$ cat src/hdl/pcs_pkg.sv
// Constants and types shared by the program counter and return stack block
package pcs_pkg;

  // Register indices; the byte address on the bus is four times the index
  localparam logic [11:0] IDX_PROGRAM_COUNTER_LOW = 12'hf82;
  localparam logic [11:0] IDX_PC_HIGH_WRITE_LATCH = 12'hf8a;
  localparam logic [11:0] IDX_POWER_CONTROL = 12'hf90;
  localparam logic [11:0] IDX_STACK_CONFIG = 12'hf91;
  localparam logic [11:0] IDX_FLAGS_SHADOW = 12'hfe4;
  localparam logic [11:0] IDX_WORKING_REG_SHADOW = 12'hfe5;
  localparam logic [11:0] IDX_BANK_SELECT_SHADOW = 12'hfe6;
  localparam logic [11:0] IDX_PC_LATCH_SHADOW = 12'hfe7;
  localparam logic [11:0] IDX_POINTER0_LOW_SHADOW = 12'hfe8;
  localparam logic [11:0] IDX_POINTER0_HIGH_SHADOW = 12'hfe9;
  localparam logic [11:0] IDX_POINTER1_LOW_SHADOW = 12'hfea;
  localparam logic [11:0] IDX_POINTER1_HIGH_SHADOW = 12'hfeb;
  localparam logic [11:0] IDX_STACK_POINTER = 12'hfed;
  localparam logic [11:0] IDX_STACK_TOP_LOW = 12'hfee;
  localparam logic [11:0] IDX_STACK_TOP_HIGH = 12'hfef;

  // Offset within a 128-byte data bank
  localparam int BANK_OFS_W = 7;

  // Field positions
  localparam int PWR_UNF_BIT = 0;
  localparam int PWR_OVF_BIT = 1;
  localparam int CFG_STACK_RESET_BIT = 0;

  // Values after reset
  localparam logic [7:0] RST_PROGRAM_COUNTER_LOW = 8'h00;
  localparam logic [6:0] RST_PC_HIGH_WRITE_LATCH = 7'h00;
  localparam logic [4:0] RST_STACK_POINTER = 5'h1f;
  localparam logic RST_STACK_RESET_ENABLE = 1'b1;
  localparam logic [7:0] RST_SHADOW = 8'h00;

  // Stack pointer landmarks
  localparam logic [4:0] SP_EMPTY = 5'h1f;
  localparam logic [4:0] SP_FULL = 5'h0f;

  // Operations requested by instruction execution and interrupt logic
  typedef enum logic [3:0] {
    PCS_OP_NONE = 4'h0,
    PCS_OP_STEP = 4'h1,
    PCS_OP_WRITE_PCL = 4'h2,
    PCS_OP_CALL = 4'h3,
    PCS_OP_COMPUTED_CALL = 4'h4,
    PCS_OP_WORKING_REG_BRANCH = 4'h5,
    PCS_OP_RELATIVE_BRANCH = 4'h6,
    PCS_OP_INTERRUPT = 4'h7,
    PCS_OP_RETURN = 4'h8,
    PCS_OP_RETURN_WITH_LITERAL = 4'h9,
    PCS_OP_RETURN_FROM_INTERRUPT = 4'ha
  } pcs_op_t;

endpackage

$ cat src/hdl/pcs_stack_mem.sv
// Return stack storage with registered read data and write-through forwarding
module pcs_stack_mem
  import pcs_pkg::*;
#(
  parameter int DEPTH = 16,
  parameter int WIDTH = 15,
  parameter int AW = 4
) (
  input wire logic clk,
  input wire logic arst_n,
  input wire logic ce,
  input wire logic we,
  input wire logic [AW-1:0] waddr,
  input wire logic [WIDTH-1:0] wdata,
  input wire logic [AW-1:0] raddr,
  output logic [WIDTH-1:0] rdata
);

  logic [WIDTH-1:0] mem [DEPTH];
  logic [WIDTH-1:0] rdata_q;

  wire fwd = we && (waddr == raddr);

  // Stack contents are not cleared by reset
  always_ff @(posedge clk) begin
    if (ce && we) begin
      mem[waddr] <= wdata;
    end
  end

  // Forwarding keeps the top entry current the cycle after a push
  always_ff @(posedge clk or negedge arst_n) begin
    if (!arst_n) begin
      rdata_q <= '0;
    end else if (ce) begin
      rdata_q <= fwd ? wdata : mem[raddr];
    end
  end

  assign rdata = rdata_q;

endmodule

$ cat src/hdl/pcs_core.sv
// Program counter sequencing and hardware return stack with an APB register slave
// What this block does
// - Keeps a 15-bit program counter; low byte readable, upper seven bits only from latch.
// - Every reset source clears the whole program counter to zero.
// - Writing the low byte loads bits 14:8 from the latch in the same step.
// - Absolute call takes eleven operand bits and latch bits 6:3.
// - Computed call takes low byte from working register, upper byte from latch.
// - Working-register branch loads incremented address plus unsigned working register.
// - Relative branch loads incremented address plus signed operand.
// - Return stack holds 16 entries of 15 bits, apart from other memories.
// - Calls and interrupts push; the three return kinds pop.
// - Pushes and pops change the high-byte latch only through a stack reset, which clears it.
// - With stack reset disabled the stack wraps and overwrites oldest entries.
// - Overflow and underflow flags are set whether or not reset is enabled.
// - Top-of-stack registers read and write the entry the pointer selects.
// - Stack pointer is five bits so overflow and underflow show.
// - Push increments pointer then writes; pop reads then decrements.
// - Empty pointer value and reset value is 0x1F; first push selects 0x00.
// - Push on full stack gives 0x10, or resets without overwriting entry 0x00.
// - Low byte and latch registers answer at the same offset in every bank.
// - With stack reset enabled, overflow or underflow resets the device and flags it.
//
// Design decision made here: the APB slave port.
module pcs_core
  import pcs_pkg::*;
#(
  parameter int PC_W = 15,
  parameter int DEPTH = 16,
  parameter int SP_W = 5
) (
  input wire logic clk,
  input wire logic arst_n,
  input wire logic ce,
  input wire logic psel,
  input wire logic penable,
  input wire logic pwrite,
  input wire logic [13:0] paddr,
  input wire logic [31:0] pwdata,
  output logic [31:0] prdata,
  output logic pready,
  output logic pslverr,
  input wire pcs_op_t core_op,
  input wire logic [PC_W-1:0] core_operand,
  input wire logic [7:0] working_register,
  output logic [PC_W-1:0] pc,
  output logic [SP_W-1:0] stack_pointer,
  output logic stack_reset_req
);

  localparam int AW = $clog2(DEPTH);

  // Register state
  logic [PC_W-1:0] pc_q;
  logic [PC_W-1:0] pc_d;
  logic [6:0] latch_q;
  logic [6:0] latch_d;
  logic [SP_W-1:0] sp_q;
  logic [SP_W-1:0] sp_d;
  logic ovf_q;
  logic ovf_d;
  logic unf_q;
  logic unf_d;
  logic stack_reset_enable_q;
  logic [7:0] shadow_q [8];
  logic rst_req_q;
  logic [31:0] prdata_q;
  logic pready_q;
  logic pslverr_q;

  // Stack port signals
  logic mem_we;
  logic [AW-1:0] mem_waddr;
  logic [PC_W-1:0] mem_wdata;
  logic [PC_W-1:0] tos;

  // Sequencing helpers
  logic do_push;
  logic do_pop;
  logic [PC_W-1:0] push_val;
  logic ovf_set;
  logic unf_set;
  logic stk_rst;

  function automatic logic [7:0] shadow_mask(input logic [2:0] slot);
    case (slot)
      3'd0: shadow_mask = 8'h07;
      3'd2: shadow_mask = 8'h1f;
      3'd3: shadow_mask = 8'h7f;
      default: shadow_mask = 8'hff;
    endcase
  endfunction

  // Address decode
  wire [11:0] idx = paddr[13:2];
  wire aligned = (paddr[1:0] == 2'b00);
  wire hit_pcl = aligned &&
    (idx[BANK_OFS_W-1:0] == IDX_PROGRAM_COUNTER_LOW[BANK_OFS_W-1:0]);
  wire hit_latch = aligned &&
    (idx[BANK_OFS_W-1:0] == IDX_PC_HIGH_WRITE_LATCH[BANK_OFS_W-1:0]);
  wire hit_sp = aligned && (idx == IDX_STACK_POINTER);
  wire hit_stack_top_low = aligned && (idx == IDX_STACK_TOP_LOW);
  wire hit_stack_top_high = aligned && (idx == IDX_STACK_TOP_HIGH);
  wire hit_pwr = aligned && (idx == IDX_POWER_CONTROL);
  wire hit_cfg = aligned && (idx == IDX_STACK_CONFIG);
  wire hit_shadow = aligned && (idx >= IDX_FLAGS_SHADOW) && (idx <= IDX_POINTER1_HIGH_SHADOW);
  wire [2:0] shadow_slot = idx[2:0] ^ 3'b100;
  wire mapped = hit_pcl || hit_latch || hit_sp || hit_stack_top_low || hit_stack_top_high ||
    hit_pwr || hit_cfg || hit_shadow;

  // A write lands at the edge where the master sees pready high
  wire bus_done = psel && penable && pready_q;
  wire wr_en = bus_done && pwrite && mapped;
  wire rd_take = psel && penable && !pready_q;

  // Read data
  wire [7:0] pwr_view = {6'h00, ovf_q, unf_q};
  wire [7:0] rd_byte =
    hit_pcl ? pc_q[7:0] :
    hit_latch ? {1'b0, latch_q} :
    hit_sp ? {3'b000, sp_q} :
    hit_stack_top_low ? tos[7:0] :
    hit_stack_top_high ? {1'b0, tos[14:8]} :
    hit_pwr ? pwr_view :
    hit_cfg ? {7'h00, stack_reset_enable_q} :
    hit_shadow ? (shadow_q[shadow_slot] & shadow_mask(shadow_slot)) :
    8'h00;

  // Arithmetic on the program counter
  wire [PC_W-1:0] pc_inc = pc_q + 15'd1;
  wire [PC_W-1:0] w_ext = {7'h00, working_register};
  wire [PC_W-1:0] bra_ext = {{6{core_operand[8]}}, core_operand[8:0]};
  wire [SP_W-1:0] sp_inc = sp_q + 5'd1;
  wire [SP_W-1:0] sp_dec = sp_q - 5'd1;
  wire core_busy = (core_op != PCS_OP_NONE);

  // Operation decode; the core always wins over a bus write to PC, pointer or stack
  always_comb begin
    pc_d = pc_q;
    do_push = 1'b0;
    do_pop = 1'b0;
    push_val = pc_inc;
    case (core_op)
      PCS_OP_STEP: begin
        pc_d = pc_inc;
      end
      PCS_OP_WRITE_PCL: begin
        pc_d = {latch_q, core_operand[7:0]};
      end
      PCS_OP_CALL: begin
        do_push = 1'b1;
        pc_d = {latch_q[6:3], core_operand[10:0]};
      end
      PCS_OP_COMPUTED_CALL: begin
        do_push = 1'b1;
        pc_d = {latch_q, working_register};
      end
      PCS_OP_WORKING_REG_BRANCH: begin
        pc_d = pc_inc + w_ext;
      end
      PCS_OP_RELATIVE_BRANCH: begin
        pc_d = pc_inc + bra_ext;
      end
      PCS_OP_INTERRUPT: begin
        do_push = 1'b1;
        push_val = pc_q;
        pc_d = core_operand;
      end
      PCS_OP_RETURN, PCS_OP_RETURN_WITH_LITERAL, PCS_OP_RETURN_FROM_INTERRUPT: begin
        do_pop = 1'b1;
        pc_d = tos;
      end
      default: begin
        if (wr_en && hit_pcl) begin
          pc_d = {latch_q, pwdata[7:0]};
        end
      end
    endcase
  end

  // Stack pointer, storage and overflow handling
  always_comb begin
    sp_d = sp_q;
    mem_we = 1'b0;
    mem_waddr = sp_inc[AW-1:0];
    mem_wdata = push_val;
    ovf_set = 1'b0;
    unf_set = 1'b0;
    stk_rst = 1'b0;
    if (do_push) begin
      ovf_set = (sp_q == SP_FULL);
      if (ovf_set && stack_reset_enable_q) begin
        stk_rst = 1'b1;
      end else begin
        sp_d = sp_inc;
        mem_we = 1'b1;
      end
    end else if (do_pop) begin
      unf_set = (sp_q == SP_EMPTY);
      sp_d = sp_dec;
      stk_rst = unf_set && stack_reset_enable_q;
    end else if (!core_busy && wr_en) begin
      if (hit_sp) begin
        sp_d = pwdata[SP_W-1:0];
      end
      mem_waddr = sp_q[AW-1:0];
      if (hit_stack_top_low) begin
        mem_we = 1'b1;
        mem_wdata = {tos[14:8], pwdata[7:0]};
      end
      if (hit_stack_top_high) begin
        mem_we = 1'b1;
        mem_wdata = {pwdata[6:0], tos[7:0]};
      end
    end
  end

  // The latch changes through the bus or a stack reset, which clears it; pushes and pops never load it
  assign latch_d = (wr_en && hit_latch) ? pwdata[6:0] : latch_q;

  // Hardware set wins over a software clear in the same cycle
  assign ovf_d = ((wr_en && hit_pwr) ? pwdata[PWR_OVF_BIT] : ovf_q) | ovf_set;
  assign unf_d = ((wr_en && hit_pwr) ? pwdata[PWR_UNF_BIT] : unf_q) | unf_set;

  // Entry count follows the pointer width's low bits; the top bit marks wrap
  pcs_stack_mem #(
    .DEPTH(DEPTH),
    .WIDTH(PC_W),
    .AW(AW)
  ) u_stack (
    .clk(clk),
    .arst_n(arst_n),
    .ce(ce),
    .we(mem_we),
    .waddr(mem_waddr),
    .wdata(mem_wdata),
    .raddr(stk_rst ? RST_STACK_POINTER[AW-1:0] : sp_d[AW-1:0]),
    .rdata(tos)
  );

  // Program counter, latch and pointer; a stack reset behaves like any reset
  always_ff @(posedge clk or negedge arst_n) begin
    if (!arst_n) begin
      pc_q <= {RST_PC_HIGH_WRITE_LATCH, RST_PROGRAM_COUNTER_LOW};
      latch_q <= RST_PC_HIGH_WRITE_LATCH;
      sp_q <= RST_STACK_POINTER;
    end else if (ce) begin
      if (stk_rst) begin
        pc_q <= {RST_PC_HIGH_WRITE_LATCH, RST_PROGRAM_COUNTER_LOW};
        latch_q <= RST_PC_HIGH_WRITE_LATCH;
        sp_q <= RST_STACK_POINTER;
      end else begin
        pc_q <= pc_d;
        latch_q <= latch_d;
        sp_q <= sp_d;
      end
    end
  end

  // Flags survive the stack reset so software can see its cause
  always_ff @(posedge clk or negedge arst_n) begin
    if (!arst_n) begin
      ovf_q <= 1'b0;
      unf_q <= 1'b0;
      stack_reset_enable_q <= RST_STACK_RESET_ENABLE;
      rst_req_q <= 1'b0;
    end else if (ce) begin
      ovf_q <= ovf_d;
      unf_q <= unf_d;
      if (wr_en && hit_cfg) begin
        stack_reset_enable_q <= pwdata[CFG_STACK_RESET_BIT];
      end
      rst_req_q <= stk_rst;
    end
  end

  // Shadow copies are plain storage
  always_ff @(posedge clk or negedge arst_n) begin
    if (!arst_n) begin
      for (int i = 0; i < 8; i++) begin
        shadow_q[i] <= RST_SHADOW;
      end
    end else if (ce && wr_en && hit_shadow) begin
      shadow_q[shadow_slot] <= pwdata[7:0] & shadow_mask(shadow_slot);
    end
  end

  // Bus answer: one wait state, data and error taken in the first access cycle
  always_ff @(posedge clk or negedge arst_n) begin
    if (!arst_n) begin
      pready_q <= 1'b0;
      prdata_q <= 32'h0000_0000;
      pslverr_q <= 1'b0;
    end else if (ce) begin
      if (rd_take) begin
        pready_q <= 1'b1;
        prdata_q <= pwrite ? 32'h0000_0000 : {24'h00_0000, rd_byte};
        pslverr_q <= !mapped;
      end else begin
        pready_q <= 1'b0;
        pslverr_q <= 1'b0;
      end
    end
  end

  assign prdata = prdata_q;
  assign pready = pready_q;
  assign pslverr = pslverr_q;
  assign pc = pc_q;
  assign stack_pointer = sp_q;
  assign stack_reset_req = rst_req_q;

endmodule

$ cat config.mk
export PLATFORM = sky130hd
export DESIGN_NAME = pcs_core
export DESIGN_NICKNAME = d
export VERILOG_FILES = /design/src/hdl/pcs_pkg.sv /design/src/hdl/pcs_stack_mem.sv /design/src/hdl/pcs_core.sv
export SDC_FILE = /design/constraint.sdc
export NUM_CORES = 1
export LEC_CHECK = 0
export BUFFER_PORTS_ARGS = -buffer_cell sky130_fd_sc_hd__buf_2
export CORE_MARGIN = 10
export CORE_UTILIZATION = 60
export DETAILED_ROUTE_END_ITERATION = 12
export PLACE_DENSITY = 0.83
export SYNTH_ARGS = -nofsm -noshare
export SYNTH_HDL_FRONTEND = slang
export SYNTH_SLANG_ARGS = --single-unit
$ cat constraint.sdc
create_clock -name clk -period 8.6 [get_ports clk]
set_clock_uncertainty 0.05 [all_clocks]
set_input_delay 0.86 -clock clk [delete_from_list [all_inputs] [get_ports clk]]
set_output_delay 0.86 -clock clk [all_outputs]
set_load 0.02 [all_outputs]
==> qor.txt, run 1 <==
final slew viol count: 0
Slew @ Worst Pin: 1.36 ns
synthesized area per cell: 12.4 um^2
Skew-Pair Late Insertion Delay: 0.53 ns
grt total ovfl: 0
ranking of synthesized cells by area: edfxtp_1 41%, dfrtp_1 15%, mux2i_1 9.3%
Mapped Area: 17600 um^2
worst-path fanout max: 13
most common cell after layout, fill and taps aside: edfxtp_1
row count: 62
status: finished, final reports clean
area leader, netlist: edfxtp_1
Final TNS setup: 0 ns
Slowest cell on crit path: nor3b_2
R2R depth: 7
Final Cycle Share: 0.543
initial antenna violation count: 0
power density over the cells: 241 nW/um^2
Synth top area share: 0.410
worst hold slack: 0.399 ns
Final setup violation count: 0
drt wl/cell: 24.2 um
Distinct cells, synth: 82
Final Hold Fails: 0
Max-cap violations: 0
Worst Path Class, Setup: primary input to flip-flop
Total GRT Usage: 0.245
YS warnings: 0
Die ar.: 36500 um^2
Async SR Flop Fraction: 0.316
H-tree depth: 2
die span in y: 191 um
Final Routed Wirelength: 46000 um
CP required: 8.92 ns
fillers: 1972
CTS tree: built
clock sink count: 351
clock buffer depth: 3
post_cts resized: 0
Initial DRC Count: 1709
Leak Pwr: 7.68 nW
EDFF count, synth: 240
port bufs: 85
clock slew seen by the registers of the worst setup and hold paths: 0.06 ns
Worst setup EP type: flip-flop
fin crit period: 4.67 ns
HPWL Detailed: 29800 um
Nets: 1587
first-pass GRT wire length: 70100 um
vias in the first global route: 12200
CP max stage delay: 0.75 ns
sequential share of the synthesized area: 0.569
Die X: 191 um
post-DR vias/cell: 6.55
n_diodes: 0
initial core utilization: 0.610
GPL Wtd Cong: 0.979
CP startpoint kind: primary input
most used cell, CP: o21ai_0
Reg-to-Reg Start: pready
unrepaired setup endpoints after global routing: false
Root Buffer: clkbuf_16
Detailed Routing Iterations Pass 1: 6
R2R setup slack: 4.42 ns
vias: 12400
largest net degree at the start of global routing: 122
Top FF cell, synth: edfxtp_1
Core Region: 28800 um^2
synthesis-stage register bit count: 351
CP Cell Sequence: buf_2 > inv_1 > nand2_1 > nor3b_2 > mux2_2 > ha_1 > a211oi_1 > o21bai_1 > a31oi_1 > o21ai_0 > o41ai_1 > o21ai_0 > xor2_1 > a21oi_1 > o31ai_1
fraction of final layout cells with drive strength greater than 1: 0.186
most frequent cells in the layout: 240 x edfxtp_1, 163 x mux2i_1, 150 x nand2_1, 105 x dfrtp_1, 84 x buf_2
FMAX: 214 MHz
setup repair bufs after CTS: 0
Residual DRC: 0
CTS Buf Count: 37
max_slew headroom: 0.0915
Area Growth Syn to Fin: 10.8%
Hold Path Class: primary input to async pin
Worst R2R End: u_stack.mem[12][3]
Synth Instances: 1418
CTS Hold Buffers Added: 0
arrival time worst endpoint: 4.98 ns
IO Pins: 134
antenna-violating nets left: 0
Worst VDD drop: 0.000196 V
[stage by stage]
stage / setup WS [ns] / instances / cell area [um^2] / power (mW) / utilization
floorplan: 4.26 / 1441 / 17700 / 2.79 / -
global placement: 3.62 / 1835 / 18300 / 3.09 / 0.635
detailed placement: 3.52 / 1835 / 18300 / 3.12 / 0.635
CTS: 4.05 / 1901 / 19500 / 4.67 / 0.676
global route: 3.71 / 1901 / 19500 / 4.84 / 0.676
finish: 3.93 / 1901 / 19500 / 4.68 / 0.676
[synth_stat cells, types with 7 or more instances]
cell type / n
a21oi_1: 50
a221o_1: 8
a221oi_1: 9
a222oi_1: 13
a22o_1: 14
a22oi_1: 36
a32oi_1: 9
and2_1: 10
and3_1: 7
buf_1: 9
buf_2: 24
buf_4: 31
clkbuf_1: 46
dfrtp_1: 105
edfxtp_1: 240
ha_1: 17
inv_1: 19
mux2_2: 67
mux2i_1: 163
mux4_2: 11
nand2_1: 150
nand2b_1: 7
nand3_1: 45
nand4_1: 8
nor2_1: 66
nor2b_1: 9
nor3_1: 20
o21ai_0: 42
o22ai_1: 19
o31ai_1: 14
xnor2_1: 27
xor2_1: 18
[state kept, by name, indices dropped and copies added, names as in the netlist, 5 cells and up]
name	flops
prdata	8
shadow_q	55
pc	15
stack_pointer	5
u_stack.rdata	15
u_stack.mem	240
latch_q	7
[worst max-delay path by stage]
| stage | startpoint | to | slack (ns) |
|---|---|---|---|
| 2_1_floorplan | core_op[1] | pc[13] | 4.26 |
| 3_3_place_gp | core_op[3] | pc[13] | 3.62 |
| 3_5_place_dp | core_op[3] | pc[13] | 3.52 |
| 4_1_cts | core_op[3] | pc[13] | 4.05 |
| 5_1_grt | core_op[3] | pc[13] | 3.71 |
| 6_report | core_op[3] | pc[13] | 3.93 |
[critical path: cells and delay by family]
kind,cells,cell delay [ns]
adders and majority gates,1,0.32
xor gates and xnor gates,1,0.18
buffers and inverters,2,0.37
and+or+nand+nor,2,0.90
AOI/OAI and AO/OA,8,1.90
muxes,1,0.43
[report_power, final]
| part | switching [mW] | internal [mW] | leakage [nW] |
|---|---|---|---|
| combinational | 0.635 | 0.367 | 3.45 |
| sequential | 0.167 | 1.96 | 3.66 |
| clock | 0.656 | 0.895 | 0.567 |
[cell type report]
class                           instances  area, um^2  share of cell area
Tap cell                              384         480              0.0247
Clock inverter                         16         155             0.00797
Clock buffer                           50        1010              0.0522
Inverter                               21        78.8             0.00405
Multi-Input combinational cell        955        7000               0.360
Timing Repair Buffer                  124         733              0.0377
Sequential cell                       351        9990               0.514
[kinds of logic (layout without fill, tap and decap cells)]
| family | Yosys count | after routing | synth area share |
|---|---|---|---|
| AOI/OAI and AO/OA | 269 | 269 | 0.108 |
| xor gates and xnor gates | 45 | 45 | 0.0224 |
| buffers and inverters | 135 | 211 | 0.0389 |
| other | 1 | 24 | 0.000214 |
| adders and majority gates | 18 | 18 | 0.0132 |
| DFF | 351 | 351 | 0.569 |
| and+or+nand+nor | 358 | 358 | 0.0980 |
| muxes | 241 | 241 | 0.150 |
[per-layer routing]
| metal | vias up | share of wire | wire (um) | track usage |
|---|---|---|---|---|
| li1 | 5481 | - | - | - |
| met1 | 6078 | 0.39 | 17700 | 0.323 |
| met2 | 754 | 0.46 | 21200 | 0.382 |
| met3 | 130 | 0.11 | 5030 | 0.0523 |
| met4 | 0 | 0.044 | 2040 | 0.111 |
| met5 | - | 0 | 0 | 0 |
(Power assumes the default switching activity.)
==> inputs of run 2 (changes only) <==
--- a/config.mk
+++ b/config.mk
@@ -7,9 +7,9 @@
 export LEC_CHECK = 0
 export BUFFER_PORTS_ARGS = -buffer_cell sky130_fd_sc_hd__buf_2
 export CORE_MARGIN = 10
-export CORE_UTILIZATION = 60
+export CORE_UTILIZATION = 55
 export DETAILED_ROUTE_END_ITERATION = 12
-export PLACE_DENSITY = 0.83
+export PLACE_DENSITY = 0.8
 export SYNTH_ARGS = -nofsm -noshare
 export SYNTH_HDL_FRONTEND = slang
 export SYNTH_SLANG_ARGS = --single-unit
==> constraint.sdc (replaced) <==
create_clock -name clk -period 4.06 [get_ports clk]
set_clock_uncertainty 0.05 [all_clocks]
set_input_delay 0.406 -clock clk [delete_from_list [all_inputs] [get_ports clk]]
set_output_delay 0.406 -clock clk [all_outputs]
set_load 0.02 [all_outputs]
==> qor.txt, run 2 (same netlist as run 1, synthesis figures left out) <==
Leak Pwr: 7.94 nW
Area Growth Syn to Fin: 13.6%
Max-cap violations: 0
Pwr Total: 10.2 mW
Die X: 199 um
CP startpoint kind: flip-flop
unrepaired setup endpoints after global routing: false
multi-input combinational cell area: 7000 um^2
grt total ovfl: 0
status: finished, final reports clean
port bufs: 85
max reg flops: 240
final slew viol count: 0
Skew-Pair Late Insertion Delay: 0.54 ns
CP bufs+invs: 1
register area: 9990 um^2
DP Worst Slack: 0.317 ns
Critical Path Stages: 11
Root Buffer: clkbuf_16
clock slew seen by the registers of the worst setup and hold paths: 0.07 ns
placed cells: 1894
Worst Path Class, Setup: flip-flop to flip-flop
Biggest register: u_stack.mem
setup repair bufs after CTS: 0
GPL Wtd Cong: 0.979
metal3 WL: 4470 um
wl on met1: 18500 um
initial antenna violation count: 0
max_slew headroom: 0.186
CP required: 4.40 ns
Worst setup EP type: flip-flop
R2R depth: 11
fin crit period: 3.70 ns
fin cells: 1963
WL met2: 22300 um
largest net degree at the start of global routing: 69
Residual DRC: 0
vias in the first global route: 12400
Hold Path Class: primary input to flip-flop
Final Routed Wirelength: 47000 um
Worst VDD drop: 0.000321 V
initial core utilization: 0.557
CP max stage delay: 0.68 ns
CTS tree: built
CP top delay family: compound AO/OA/AOI/OAI gates
Final Hold Fails: 0
clock buffer depth: 3
IO Pins: 134
Die ar.: 39500 um^2
worst-path fanout max: 13
power density over the cells: 510 nW/um^2
Detailed Routing Iterations Pass 1: 6
HPWL Detailed: 32300 um
Core Region: 31600 um^2
most frequent cells in the layout: 240 x edfxtp_1, 163 x mux2i_1, 150 x nand2_1, 105 x dfrtp_1, 84 x buf_2
vias: 12600
post-DR vias/cell: 6.44
Final setup violation count: 0
row count: 65
Slew @ Worst Pin: 1.22 ns
H-tree depth: 2
DP Area: 18700 um^2
Total GRT Usage: 0.232
first-pass GRT wire length: 71200 um
Final Cycle Share: 0.911
antenna-violating nets left: 0
worst hold slack: 0.0864 ns
drt wl/cell: 23.9 um
arrival time worst endpoint: 4.04 ns
Top Registers: u_stack.mem (240), shadow_q (55)
CTS Buf Count: 37
Final Util: 0.632
clock sink count: 351
setup slack after layout: 0.362 ns
Top Metal Used: met4
FMAX: 270 MHz
CP Cell Sequence: ha_1 > nand4_1 > nor2_1 > xnor2_1 > a2bb2oi_1 > a21oi_4 > buf_4 > mux2i_1 > nand2_1 > a32oi_1 > nand4_1
Initial DRC Count: 1495
Hold Path Stages: 2
fraction of final layout cells with drive strength greater than 1: 0.210
Slowest cell on crit path: dfstp_2
fillers: 2310
Final Cell Area: 19900 um^2
Nets: 1629
Final TNS setup: 0 ns
die span in y: 199 um
most common cell after layout, fill and taps aside: edfxtp_1
most used cell, CP: nand4_1
-- run 2: cell count changes in the layout (fill, tap and decap cells not counted), sizes merged --
| cell | change |
|---|---|
| dlygate4sd3 | +1 |
| clkbuf | -4 |
| diode | +1 |
| bufinv | +3 |
| clkinv | +4 |
| clkinvlp | +1 |
| inv | -3 |
| buf | +41 |
-- run 2: final cells by class --
| type | instances | area share |
|---|---|---|
| Sequential cell | 351 | 0.501 |
| Multi-Input combinational cell | 955 | 0.351 |
| Timing Repair Buffer | 166 | 0.0565 |
| Clock buffer | 46 | 0.0491 |
| Tap cell | 402 | 0.0252 |
| Clock inverter | 21 | 0.0133 |
| Inverter | 21 | 0.00395 |
| Antenna cell | 1 | 0.000125 |
-- run 2: worst reg2reg max path, delay by kind of cell (launching register included) --
kind                       cells  cell delay (ns)
AOI/OAI and AO/OA              3             1.03
and+or+nand+nor                4             0.70
DFF                            1             0.68
adders and majority gates      1             0.36
buffers and inverters          1             0.33
muxes                          1             0.25
xor gates and xnor gates       1             0.17
-- run 2: report_power, final --
part	total, mW	internal [mW]	switching [mW]
clock	3.45	2.05	1.40
sequential	4.49	4.15	0.340
combinational	2.23	0.843	1.38
-- run 2: worst paths after layout --
check	startpoint	to	slack [ns]
setup / recovery	stack_pointer[1]	u_stack.rdata[5]	0.36
hold / removal	pwrite	prdata[5]	0.09
setup reg to reg	stack_pointer[1]	u_stack.rdata[5]	0.36
hold reg to reg	shadow_q[56]	shadow_q[56]	0.44
max in group asynchronous	arst_n	pready	2.55
min in group asynchronous	arst_n	shadow_q[41]	0.51
-- run 2: repair_timing --
action / in CTS / in global routing
resized for setup: 0 / 0
hold buffers: 1 / 0
hold endpoints to repair: 16 / 0
-- run 2: metal layers --
layer | GRT usage | vias up
li1 | - | 5570
met5 | 0 | -
met2 | 0.385 | 681
met1 | 0.300 | 6260
met4 | 0.0836 | 0
met3 | 0.0379 | 124
